==> src/rtl/emp_pkg.sv <==
// Constants, types and pin groups of the external memory port.
// Assumes a 20 MHz reference clock; all phase lengths are derived from it.
package emp_pkg;

	// ==========================================================
	// Timing
	localparam int CLK_PERIOD_NS = 50;
	localparam int ROW_PHASE_NS = 100;
	localparam int COL_PHASE_NS = 100;
	localparam int PRECHARGE_NS = 100;
	localparam int SETUP_NS = 50;
	localparam int STROBE_NS = 150;
	localparam int RECOVER_NS = 50;
	localparam logic [2:0] ROW_CYCLES = 3'((ROW_PHASE_NS + CLK_PERIOD_NS - 1) / CLK_PERIOD_NS);
	localparam logic [2:0] COL_CYCLES = 3'((COL_PHASE_NS + CLK_PERIOD_NS - 1) / CLK_PERIOD_NS);
	localparam logic [2:0] PRE_CYCLES = 3'((PRECHARGE_NS + CLK_PERIOD_NS - 1) / CLK_PERIOD_NS);
	localparam logic [2:0] SETUP_CYCLES = 3'((SETUP_NS + CLK_PERIOD_NS - 1) / CLK_PERIOD_NS);
	localparam logic [2:0] STROBE_CYCLES = 3'((STROBE_NS + CLK_PERIOD_NS - 1) / CLK_PERIOD_NS);
	localparam logic [2:0] RECOVER_CYCLES = 3'((RECOVER_NS + CLK_PERIOD_NS - 1) / CLK_PERIOD_NS);
	localparam logic [2:0] ECHO_CYCLES = 3'h3;

	// ==========================================================
	// Master fields carried on the DRAM address pins
	localparam int MA_HIGH_POS = 9;
	localparam int MA_BURST_POS = 3;
	localparam int MA_SIZE_POS = 1;
	localparam int MA_RNW_POS = 0;
	localparam logic [1:0] SIZE_BYTE = 2'h0;
	localparam logic [1:0] SIZE_WORD = 2'h1;
	localparam logic [1:0] SIZE_HALF = 2'h2;
	localparam logic [1:0] SIZE_BAD = 2'h3;

	// ==========================================================
	// Reset values
	localparam logic [3:0] LANES_IDLE = 4'hf;
	localparam logic [5:0] ROWS_IDLE = 6'h3f;
	localparam logic [1:0] SPECIAL_IDLE = 2'h3;

	// ==========================================================
	// Types
	typedef enum logic [2:0] {
		KIND_DRAM = 3'h0,
		KIND_SRAM = 3'h1,
		KIND_EXT_IO = 3'h2,
		KIND_ROM = 3'h3,
		KIND_SPECIAL = 3'h4
	} emp_kind_t;

	typedef struct packed {
		emp_kind_t kind;
		logic write;
		logic [2:0] bank;
		logic special_sel;
		logic [3:0] byte_en;
		logic [12:0] row;
		logic [12:0] col;
		logic [23:0] addr;
	} emp_cmd_t;

	typedef struct packed {
		logic [27:0] addr;
		logic burst;
		logic read_not_write;
		logic [1:0] size;
	} emp_master_t;

	typedef struct packed {
		logic [23:0] static_addr;
		logic static_addr_oe;
		logic static_output_enable_n;
		logic [3:0] byte_write_enable_n;
		logic [12:0] dram_addr;
		logic dram_addr_oe;
		logic [5:0] row_strobe_n;
		logic [3:0] column_strobe_n;
		logic dram_output_enable_n;
		logic dram_write_enable_n;
		logic [1:0] special_io_read_n;
		logic [1:0] special_io_write_n;
		logic master_data_latch_n;
		logic master_data_latch_oe;
		logic bus_hold_grant;
	} emp_pins_t;

endpackage

==> src/rtl/emp_port.sv <==
// External memory port: DRAM, static memory and special I/O sequencing plus
// bus takeover by an external master.
// Assumes internal commands on REF_CLK_IN; all pin inputs are asynchronous.
//
// Overview of operation
// - Byte write enables low during static writes, except writes to ROM or special I/O
// - Byte pins show master byte latches
// - Drive 13-bit DRAM address on accesses
// - Master mode: DRAM pins input, upper address
// - Size code: 00 byte, 10 half
// - Six banks, one row strobe each
// - Column strobes select byte lanes
// - DRAM output enable low on reads
// - DRAM write enable low on writes
// - Two special read strobes, address latched
// - Two special write strobes, address latched
// - Grant shows bus released to master
// - Data latch line exchanged with master
// - Static address pins carry lower 24 bits
// - Shared output enable on static reads
`timescale 1ns/1ps
`default_nettype none

module emp_port (
	input wire logic REF_CLK_IN,
	input wire logic RESETN_IN,
	input wire logic ACC_REQ_IN,
	input wire emp_pkg::emp_cmd_t ACC_CMD_IN,
	output logic ACC_READY_OUT,
	output logic ACC_DONE_OUT,
	output logic MASTER_REQ_VALID_OUT,
	output emp_pkg::emp_master_t MASTER_REQ_OUT,
	output logic MASTER_SIZE_ERROR_OUT,
	input wire logic MASTER_DONE_IN,
	input wire logic BUS_HOLD_REQUEST_IN,
	output logic BUS_HOLD_GRANT_OUT,
	input wire logic [23:0] STATIC_ADDR_IN,
	output logic [23:0] STATIC_ADDR_OUT,
	output logic STATIC_ADDR_OE_OUT,
	output logic STATIC_OUTPUT_ENABLE_N_OUT,
	output logic [3:0] BYTE_WRITE_ENABLE_N_OUT,
	input wire logic [12:0] DRAM_ADDR_IN,
	output logic [12:0] DRAM_ADDR_OUT,
	output logic DRAM_ADDR_OE_OUT,
	output logic [5:0] ROW_STROBE_N_OUT,
	output logic [3:0] COLUMN_STROBE_N_OUT,
	output logic DRAM_OUTPUT_ENABLE_N_OUT,
	output logic DRAM_WRITE_ENABLE_N_OUT,
	output logic [1:0] SPECIAL_IO_READ_N_OUT,
	output logic [1:0] SPECIAL_IO_WRITE_N_OUT,
	input wire logic MASTER_DATA_LATCH_N_IN,
	output logic MASTER_DATA_LATCH_N_OUT,
	output logic MASTER_DATA_LATCH_OE_OUT
);

	// ==========================================================
	// Declarations
	typedef enum logic [3:0] {
		ST_IDLE = 4'h0,
		ST_ROW = 4'h1,
		ST_COL = 4'h2,
		ST_PRE = 4'h3,
		ST_SETUP = 4'h4,
		ST_STROBE = 4'h5,
		ST_RECOVER = 4'h6,
		ST_HOLD = 4'h7,
		ST_MSTR_WAIT = 4'h8,
		ST_MSTR_LATCH = 4'h9,
		ST_RELEASE = 4'ha
	} emp_state_t;

	emp_state_t state_reg, state_next;
	logic [2:0] cnt_reg, cnt_next;
	emp_pkg::emp_cmd_t cmd_reg, cmd_next;
	emp_pkg::emp_master_t mreq_reg, mreq_next;
	emp_pkg::emp_pins_t pins_reg, pins_next;
	logic ready_reg, ready_next;
	logic done_reg, done_next;
	logic mvalid_reg, mvalid_next;
	logic merr_reg, merr_next;
	logic [3:0] lanes_next;

	// Two-flop synchronisers; the latch line has a third stage, compared with the second to find its fall
	logic hold_s1_reg, hold_s2_reg;
	logic dl_s1_reg, dl_s2_reg, dl_s3_reg;
	logic [12:0] da_s1_reg, da_s2_reg;
	logic [23:0] xa_s1_reg, xa_s2_reg;
	logic dl_fall;
	logic [1:0] size_in;

	// ==========================================================
	// Input synchronisers
	always_ff @(posedge REF_CLK_IN or negedge RESETN_IN) begin
		if (!RESETN_IN) begin
			hold_s1_reg <= 1'b0;
			hold_s2_reg <= 1'b0;
			dl_s1_reg <= 1'b1;
			dl_s2_reg <= 1'b1;
			dl_s3_reg <= 1'b1;
			da_s1_reg <= 13'h0000;
			da_s2_reg <= 13'h0000;
			xa_s1_reg <= 24'h000000;
			xa_s2_reg <= 24'h000000;
		end else begin
			hold_s1_reg <= BUS_HOLD_REQUEST_IN;
			hold_s2_reg <= hold_s1_reg;
			dl_s1_reg <= MASTER_DATA_LATCH_N_IN;
			dl_s2_reg <= dl_s1_reg;
			dl_s3_reg <= dl_s2_reg;
			da_s1_reg <= DRAM_ADDR_IN;
			da_s2_reg <= da_s1_reg;
			xa_s1_reg <= STATIC_ADDR_IN;
			xa_s2_reg <= xa_s1_reg;
		end
	end

	// Master starts an access by pulling the latch line low while we listen
	assign dl_fall = dl_s3_reg & ~dl_s2_reg;
	assign size_in = da_s2_reg[emp_pkg::MA_SIZE_POS +: 2];

	// ==========================================================
	// Sequencer
	always_comb begin
		state_next = state_reg;
		cnt_next = (cnt_reg != 3'h0) ? cnt_reg - 3'h1 : 3'h0;
		cmd_next = cmd_reg;
		mreq_next = mreq_reg;
		done_next = 1'b0;
		mvalid_next = 1'b0;
		merr_next = 1'b0;
		lanes_next = emp_pkg::LANES_IDLE;
		case (state_reg)
			ST_IDLE: begin
				// Hold request wins over a new access; one in flight always ends first
				if (hold_s2_reg) begin
					state_next = ST_HOLD;
				end else if (ACC_REQ_IN && ready_reg) begin
					cmd_next = ACC_CMD_IN;
					if (ACC_CMD_IN.kind == emp_pkg::KIND_DRAM) begin
						state_next = ST_ROW;
						cnt_next = emp_pkg::ROW_CYCLES - 3'h1;
					end else begin
						state_next = ST_SETUP;
						cnt_next = emp_pkg::SETUP_CYCLES - 3'h1;
					end
				end
			end
			ST_ROW: begin
				if (cnt_reg == 3'h0) begin
					state_next = ST_COL;
					cnt_next = emp_pkg::COL_CYCLES - 3'h1;
				end
			end
			ST_COL: begin
				if (cnt_reg == 3'h0) begin
					state_next = ST_PRE;
					cnt_next = emp_pkg::PRE_CYCLES - 3'h1;
				end
			end
			ST_SETUP: begin
				if (cnt_reg == 3'h0) begin
					state_next = ST_STROBE;
					cnt_next = emp_pkg::STROBE_CYCLES - 3'h1;
				end
			end
			ST_STROBE: begin
				if (cnt_reg == 3'h0) begin
					state_next = ST_RECOVER;
					cnt_next = emp_pkg::RECOVER_CYCLES - 3'h1;
				end
			end
			ST_PRE, ST_RECOVER: begin
				if (cnt_reg == 3'h0) begin
					state_next = ST_IDLE;
					done_next = 1'b1;
				end
			end
			ST_HOLD: begin
				if (!hold_s2_reg) begin
					state_next = ST_RELEASE;
				end else if (dl_fall && cnt_reg == 3'h0) begin
					mreq_next.addr = {da_s2_reg[emp_pkg::MA_HIGH_POS +: 4], xa_s2_reg};
					mreq_next.burst = da_s2_reg[emp_pkg::MA_BURST_POS];
					mreq_next.read_not_write = da_s2_reg[emp_pkg::MA_RNW_POS];
					mreq_next.size = size_in;
					if (size_in == emp_pkg::SIZE_BAD) begin
						merr_next = 1'b1;
					end else begin
						mvalid_next = 1'b1;
						state_next = ST_MSTR_WAIT;
					end
				end
			end
			ST_MSTR_WAIT: begin
				// A master access is never cut short by the request dropping
				if (MASTER_DONE_IN) begin
					state_next = ST_MSTR_LATCH;
					case (mreq_reg.size)
						emp_pkg::SIZE_BYTE: lanes_next = ~(4'h1 << mreq_reg.addr[1:0]);
						emp_pkg::SIZE_HALF: lanes_next = mreq_reg.addr[1] ? 4'h3 : 4'hc;
						default: lanes_next = 4'h0;
					endcase
				end
			end
			ST_MSTR_LATCH: begin
				// Our own latch pulse echoes through the synchroniser; blank it
				cnt_next = emp_pkg::ECHO_CYCLES;
				state_next = ST_HOLD;
			end
			ST_RELEASE: begin
				state_next = ST_IDLE;
			end
			default: begin
				state_next = ST_IDLE;
			end
		endcase
		ready_next = (state_next == ST_IDLE) && !hold_s2_reg;
	end

	// ==========================================================
	// Pin values, registered so every output comes from a flop
	always_comb begin
		pins_next = '0;
		pins_next.static_addr = cmd_next.addr;
		pins_next.static_addr_oe = 1'b1;
		pins_next.static_output_enable_n = 1'b1;
		pins_next.byte_write_enable_n = emp_pkg::LANES_IDLE;
		pins_next.dram_addr = cmd_next.row;
		pins_next.dram_addr_oe = 1'b1;
		pins_next.row_strobe_n = emp_pkg::ROWS_IDLE;
		pins_next.column_strobe_n = emp_pkg::LANES_IDLE;
		pins_next.dram_output_enable_n = 1'b1;
		pins_next.dram_write_enable_n = 1'b1;
		pins_next.special_io_read_n = emp_pkg::SPECIAL_IDLE;
		pins_next.special_io_write_n = emp_pkg::SPECIAL_IDLE;
		pins_next.master_data_latch_n = 1'b1;
		pins_next.master_data_latch_oe = 1'b0;
		pins_next.bus_hold_grant = 1'b0;
		case (state_next)
			ST_ROW, ST_COL: begin
				// Banks past the sixth select no row strobe at all
				pins_next.row_strobe_n = ~(6'h01 << cmd_next.bank);
				if (state_next == ST_COL) begin
					pins_next.dram_addr = cmd_next.col;
					pins_next.column_strobe_n = ~cmd_next.byte_en;
					pins_next.dram_write_enable_n = ~cmd_next.write;
					pins_next.dram_output_enable_n = cmd_next.write;
				end
			end
			ST_STROBE: begin
				if (cmd_next.kind == emp_pkg::KIND_SPECIAL) begin
					// Address is set up a phase ahead so the strobe edge latches it
					if (cmd_next.write) begin
						pins_next.special_io_write_n[cmd_next.special_sel] = 1'b0;
					end else begin
						pins_next.special_io_read_n[cmd_next.special_sel] = 1'b0;
					end
				end else if (!cmd_next.write) begin
					pins_next.static_output_enable_n = 1'b0;
				end else if (cmd_next.kind != emp_pkg::KIND_ROM) begin
					pins_next.byte_write_enable_n = ~cmd_next.byte_en;
				end
			end
			ST_HOLD, ST_MSTR_WAIT, ST_MSTR_LATCH, ST_RELEASE: begin
				pins_next.static_addr_oe = 1'b0;
				pins_next.dram_addr_oe = 1'b0;
				pins_next.bus_hold_grant = (state_next != ST_RELEASE);
				pins_next.byte_write_enable_n = lanes_next;
				if (state_next == ST_MSTR_LATCH) begin
					pins_next.master_data_latch_n = 1'b0;
					pins_next.master_data_latch_oe = 1'b1;
				end
			end
			default: begin
				pins_next.static_addr_oe = 1'b1;
			end
		endcase
	end

	// ==========================================================
	// State registers
	always_ff @(posedge REF_CLK_IN or negedge RESETN_IN) begin
		if (!RESETN_IN) begin
			state_reg <= ST_IDLE;
			cnt_reg <= 3'h0;
			cmd_reg <= '0;
			mreq_reg <= '0;
			ready_reg <= 1'b0;
			done_reg <= 1'b0;
			mvalid_reg <= 1'b0;
			merr_reg <= 1'b0;
			pins_reg <= '{static_addr: 24'h000000, static_addr_oe: 1'b1,
				static_output_enable_n: 1'b1, byte_write_enable_n: emp_pkg::LANES_IDLE,
				dram_addr: 13'h0000, dram_addr_oe: 1'b1, row_strobe_n: emp_pkg::ROWS_IDLE,
				column_strobe_n: emp_pkg::LANES_IDLE, dram_output_enable_n: 1'b1,
				dram_write_enable_n: 1'b1, special_io_read_n: emp_pkg::SPECIAL_IDLE,
				special_io_write_n: emp_pkg::SPECIAL_IDLE, master_data_latch_n: 1'b1,
				master_data_latch_oe: 1'b0, bus_hold_grant: 1'b0};
		end else begin
			state_reg <= state_next;
			cnt_reg <= cnt_next;
			cmd_reg <= cmd_next;
			mreq_reg <= mreq_next;
			ready_reg <= ready_next;
			done_reg <= done_next;
			mvalid_reg <= mvalid_next;
			merr_reg <= merr_next;
			pins_reg <= pins_next;
		end
	end

	// ==========================================================
	// Outputs
	assign ACC_READY_OUT = ready_reg;
	assign ACC_DONE_OUT = done_reg;
	assign MASTER_REQ_VALID_OUT = mvalid_reg;
	assign MASTER_REQ_OUT = mreq_reg;
	assign MASTER_SIZE_ERROR_OUT = merr_reg;
	assign BUS_HOLD_GRANT_OUT = pins_reg.bus_hold_grant;
	assign STATIC_ADDR_OUT = pins_reg.static_addr;
	assign STATIC_ADDR_OE_OUT = pins_reg.static_addr_oe;
	assign STATIC_OUTPUT_ENABLE_N_OUT = pins_reg.static_output_enable_n;
	assign BYTE_WRITE_ENABLE_N_OUT = pins_reg.byte_write_enable_n;
	assign DRAM_ADDR_OUT = pins_reg.dram_addr;
	assign DRAM_ADDR_OE_OUT = pins_reg.dram_addr_oe;
	assign ROW_STROBE_N_OUT = pins_reg.row_strobe_n;
	assign COLUMN_STROBE_N_OUT = pins_reg.column_strobe_n;
	assign DRAM_OUTPUT_ENABLE_N_OUT = pins_reg.dram_output_enable_n;
	assign DRAM_WRITE_ENABLE_N_OUT = pins_reg.dram_write_enable_n;
	assign SPECIAL_IO_READ_N_OUT = pins_reg.special_io_read_n;
	assign SPECIAL_IO_WRITE_N_OUT = pins_reg.special_io_write_n;
	assign MASTER_DATA_LATCH_N_OUT = pins_reg.master_data_latch_n;
	assign MASTER_DATA_LATCH_OE_OUT = pins_reg.master_data_latch_oe;

endmodule // emp_port

`default_nettype wire

==> config.mk <==
export PLATFORM = sky130hd
export DESIGN_NAME = emp_port
export DESIGN_NICKNAME = d
export VERILOG_FILES = /design/src/rtl/emp_pkg.sv /design/src/rtl/emp_port.sv
export SDC_FILE = /design/constraint.sdc
export NUM_CORES = 1
export LEC_CHECK = 0
export BUFFER_PORTS_ARGS = -buffer_cell sky130_fd_sc_hd__buf_2
export CORE_MARGIN = 3
export CORE_UTILIZATION = 45
export CTS_CLUSTER_DIAMETER = 100
export CTS_CLUSTER_SIZE = 10
export DETAILED_ROUTE_END_ITERATION = 10
export HOLD_SLACK_MARGIN = 0.05
export PLACE_DENSITY = 0.73
export SLEW_MARGIN = 0
export SYNTH_ARGS = -nofsm -noshare
export SYNTH_HDL_FRONTEND = slang
export SYNTH_SLANG_ARGS = --single-unit
==> constraint.sdc <==
create_clock -name REF_CLK_IN -period 2.3 [get_ports REF_CLK_IN]
set_input_delay 0 -clock REF_CLK_IN [delete_from_list [all_inputs] [get_ports REF_CLK_IN]]
set_output_delay 0 -clock REF_CLK_IN [all_outputs]
set_load 0.01 [all_outputs]
==> reports/qor.txt <==
wire per inst - 15.53 microns
Mapped Nets - 722
Worst setup EP type - flip-flop
final setup fails - 0
Startpoint Class - flip-flop
worst slew pin tran - 0.6552 ns
r2r endpoint - DRAM_ADDR_OUT[10]
Synth top cells by count - nand2_1 (192), dfrtp_1 (186), mux2_2 (43)
clk sinks - 212
share of the clock period used by the worst path - 0.9953
Tot GR Track Use - 0.1887
worst path bufs/invs - 2
Cells after Synth - 617
Placed Instance Area - 0.008866 sq mm
Crit-path slowest cell - or3_4
die height - 136.3 microns
final wirelength - 18.09 mm
RSZ-0062 raised after global routing - yes
CTS buffer count - 25
Crit path depth - 8
met1 WL - 6.943 mm
clock share of power - 0.285
gp weighted congestion - 0.8447
crit path capture - DRAM_ADDR_OUT[10]
H-tree Lvls - 1
post-route ant nets - 0
Via density - 4.766
max reg flops - 38
die footprint - 0.01858 sq mm
# rows - 47
I/O Pins - 204
synth unique cells - 44
required time of the critical path - 2.69 ns
top-count cell post-synth - nand2_1
Avg Cell Area, Syn - 12.39 sq um
Slew HR - 0.5632
dpl hpwl - 10.62 mm
uppermost layer routed - met4
cell area after synthesis - 0.007642 sq mm
area share of the leading cell type in the synthesized netlist - 0.6090
Pleak - 5.523 nW
area leader, netlist - dfrtp_1
CTS tree - done
status - complete, no violations
vias - 5552
length of routed met2 wiring - 9.055 mm
met3 wire len - 1.714 mm
first-pass GRT wire length - 27.90 mm
Final Max Slew Viols - 0
sw power - 0.003783 W
Nets - 1031
Worst path top cell family by delay - simple AND/OR/NAND/NOR gates
# port buffers - 198
post-synthesis sequential area ratio - 0.6984
Power Dens Cells - 1144 mW/mm^2
crit path cell chain - or3_4, o311ai_4, o31a_2, nand3_4, nor3_4, buf_12, clkbuf_16, mux2_4
Die X - 136.3 microns
Clock Tree Root - clkbuf_16
number of synthesized flops with an enable pin - 0
Initial Util - 0.4608
Fmax - 436.8 MHz
Final WS setup - 0.01083 ns
Place WS - 0.02688 ns
vias in the first global route - 5668
worst r2r src - cnt_reg[2]
fill count - 1218
Max-cap violations - 0
Final Skew - 0.01118 ns
antenna violations before repair - 0
Synth Warn # - 0
DRT iter0 DRCs - 209
CP arrival - 2.68 ns
register share of total power - 0.401
largest net degree at the start of global routing - 84
Worst-path clk slew - 0.05 ns
Reg2Reg Depth - 8
Syn-to-layout area delta - 40.73%
Comb power frac - 0.314
flop-to-flop setup slack - 0.01 ns
Post-route DRC - 0
cell area after layout - 0.01076 sq mm
GRT overflow - 0
Crit path largest cell delay - 0.40 ns
Crit. Startpoint - cnt_reg[2]
Max clock buf depth - 3
path type of the worst setup path - reg -> reg
min cycle time layout - 2.289 ns
share of layout cells above drive strength 1 - 0.3704
register bit total from synthesis - 212
VDD IR-drop max - 0.9971 mV
final antenna diode count - 0
min-delay worst type - in -> async
synth top area cells - dfrtp_1 (61%), nand2_1 (9.4%), dfstp_2 (8.9%), mux2_2 (6.3%), buf_4 (2.5%)
DRT Pass-1 Iters - 4
CP Max Fanout - 8
Clk Latency, worst-skew pair - 0.52 ns
prevailing post-synth register cell - dfrtp_1
Switching Share - 0.3075
Async S/R FF share, synth - 1.000
P_int - 0.008521 W
Core Box Area - 0.01658 sq mm
final hold viol count - 0
cells by family (layout without fill, tap and decap cells):
family | count (synthesis) | in the layout | share of synthesized area
simple gates | 254 | 254 | 0.1405
flops | 212 | 212 | 0.6984
buf+inv | 58 | 386 | 0.04355
mux | 50 | 50 | 0.07515
compound gates | 39 | 39 | 0.03782
xor+xnor | 4 | 4 | 0.004585
power groups by stage:
stage / registers (W) / clock network, W / logic [W]
finish: 0.00494 / 0.00350 / 0.00386
global route: 0.00502 / 0.00378 / 0.00423
CTS: 0.00492 / 0.00359 / 0.00330
detailed placement: 0.00498 / 0 / 0.00316
global placement: 0.00494 / 0 / 0.00309
floorplan: 0.00501 / 0 / 0.00214
area by class of cell:
class                           count  area (sq um)  area share
Clock buffer                       44         696.9     0.06480
Clock inverter                      2         28.78    0.002676
Inverter                            8         30.03    0.002792
Multi-Input combinational cell    347          2068      0.1923
Sequential cell                   212          5338      0.4963
Tap cell                          220         275.3     0.02559
Timing Repair Buffer              332          2318      0.2156
per-stage QoR:
step                  util  hold WS (ns)  instances  power (W)  setup TNS, ns
global route        0.6486        0.1029       1165    0.01303         -1.016
floorplan                -       -0.2956        617   0.007150         -1.077
CTS                 0.6375       0.09503       1156    0.01181              0
global placement    0.5346       0.07376       1012   0.008032              0
finish              0.6486       0.07919       1165    0.01230              0
detailed placement  0.5346       0.08082       1012   0.008144              0
layer usage:
layer	track usage	vias to the layer above
met5	0	-
met4	0.04927	0
met3	0.06477	41
met2	0.3308	219
met1	0.2223	2675
li1	-	2617
cells in the final DEF (no fill, tap or decap), types with 2 or more instances in the layout:
master	count
nand3b_1	3
nand2b_1	5
buf_12	4
dfstp_2	26
nand4_1	5
nor4_1	2
dfrtp_1	186
inv_1	8
o22ai_1	5
clkbuf_16	26
clkbuf_1	19
buf_2	197
o211ai_1	2
dlygate4sd3_1	98
mux2i_1	3
or3_1	5
nor3_2	2
nor2_1	17
mux2_2	34
nor3b_1	3
xnor2_1	2
nand3_1	3
mux2_4	13
nor3_1	7
nand2_1	192
o21ai_0	4
a31oi_1	4
buf_4	31
a21oi_1	12
how the worst min path moves through the flow:
stage | cells past startpoint | slack (ns) | endpoint
global route | 2 | 0.10 | xa_s1_reg[20]
global placement | 1 | 0.07 | xa_s1_reg[18]
finish | 2 | 0.08 | xa_s2_reg[9]
floorplan | 0 | -0.30 | ACC_DONE_OUT
CTS | 2 | 0.1 | xa_s2_reg[9]
detailed placement | 1 | 0.08 | xa_s2_reg[9]
repair_timing:
action,CTS,global route
endpoints found under the hold margin,309,0
hold buffers,98,0
buffers inserted,0,8
setup endpoints to repair,0,22
resized for setup,0,19
(Power assumes the default switching activity.)
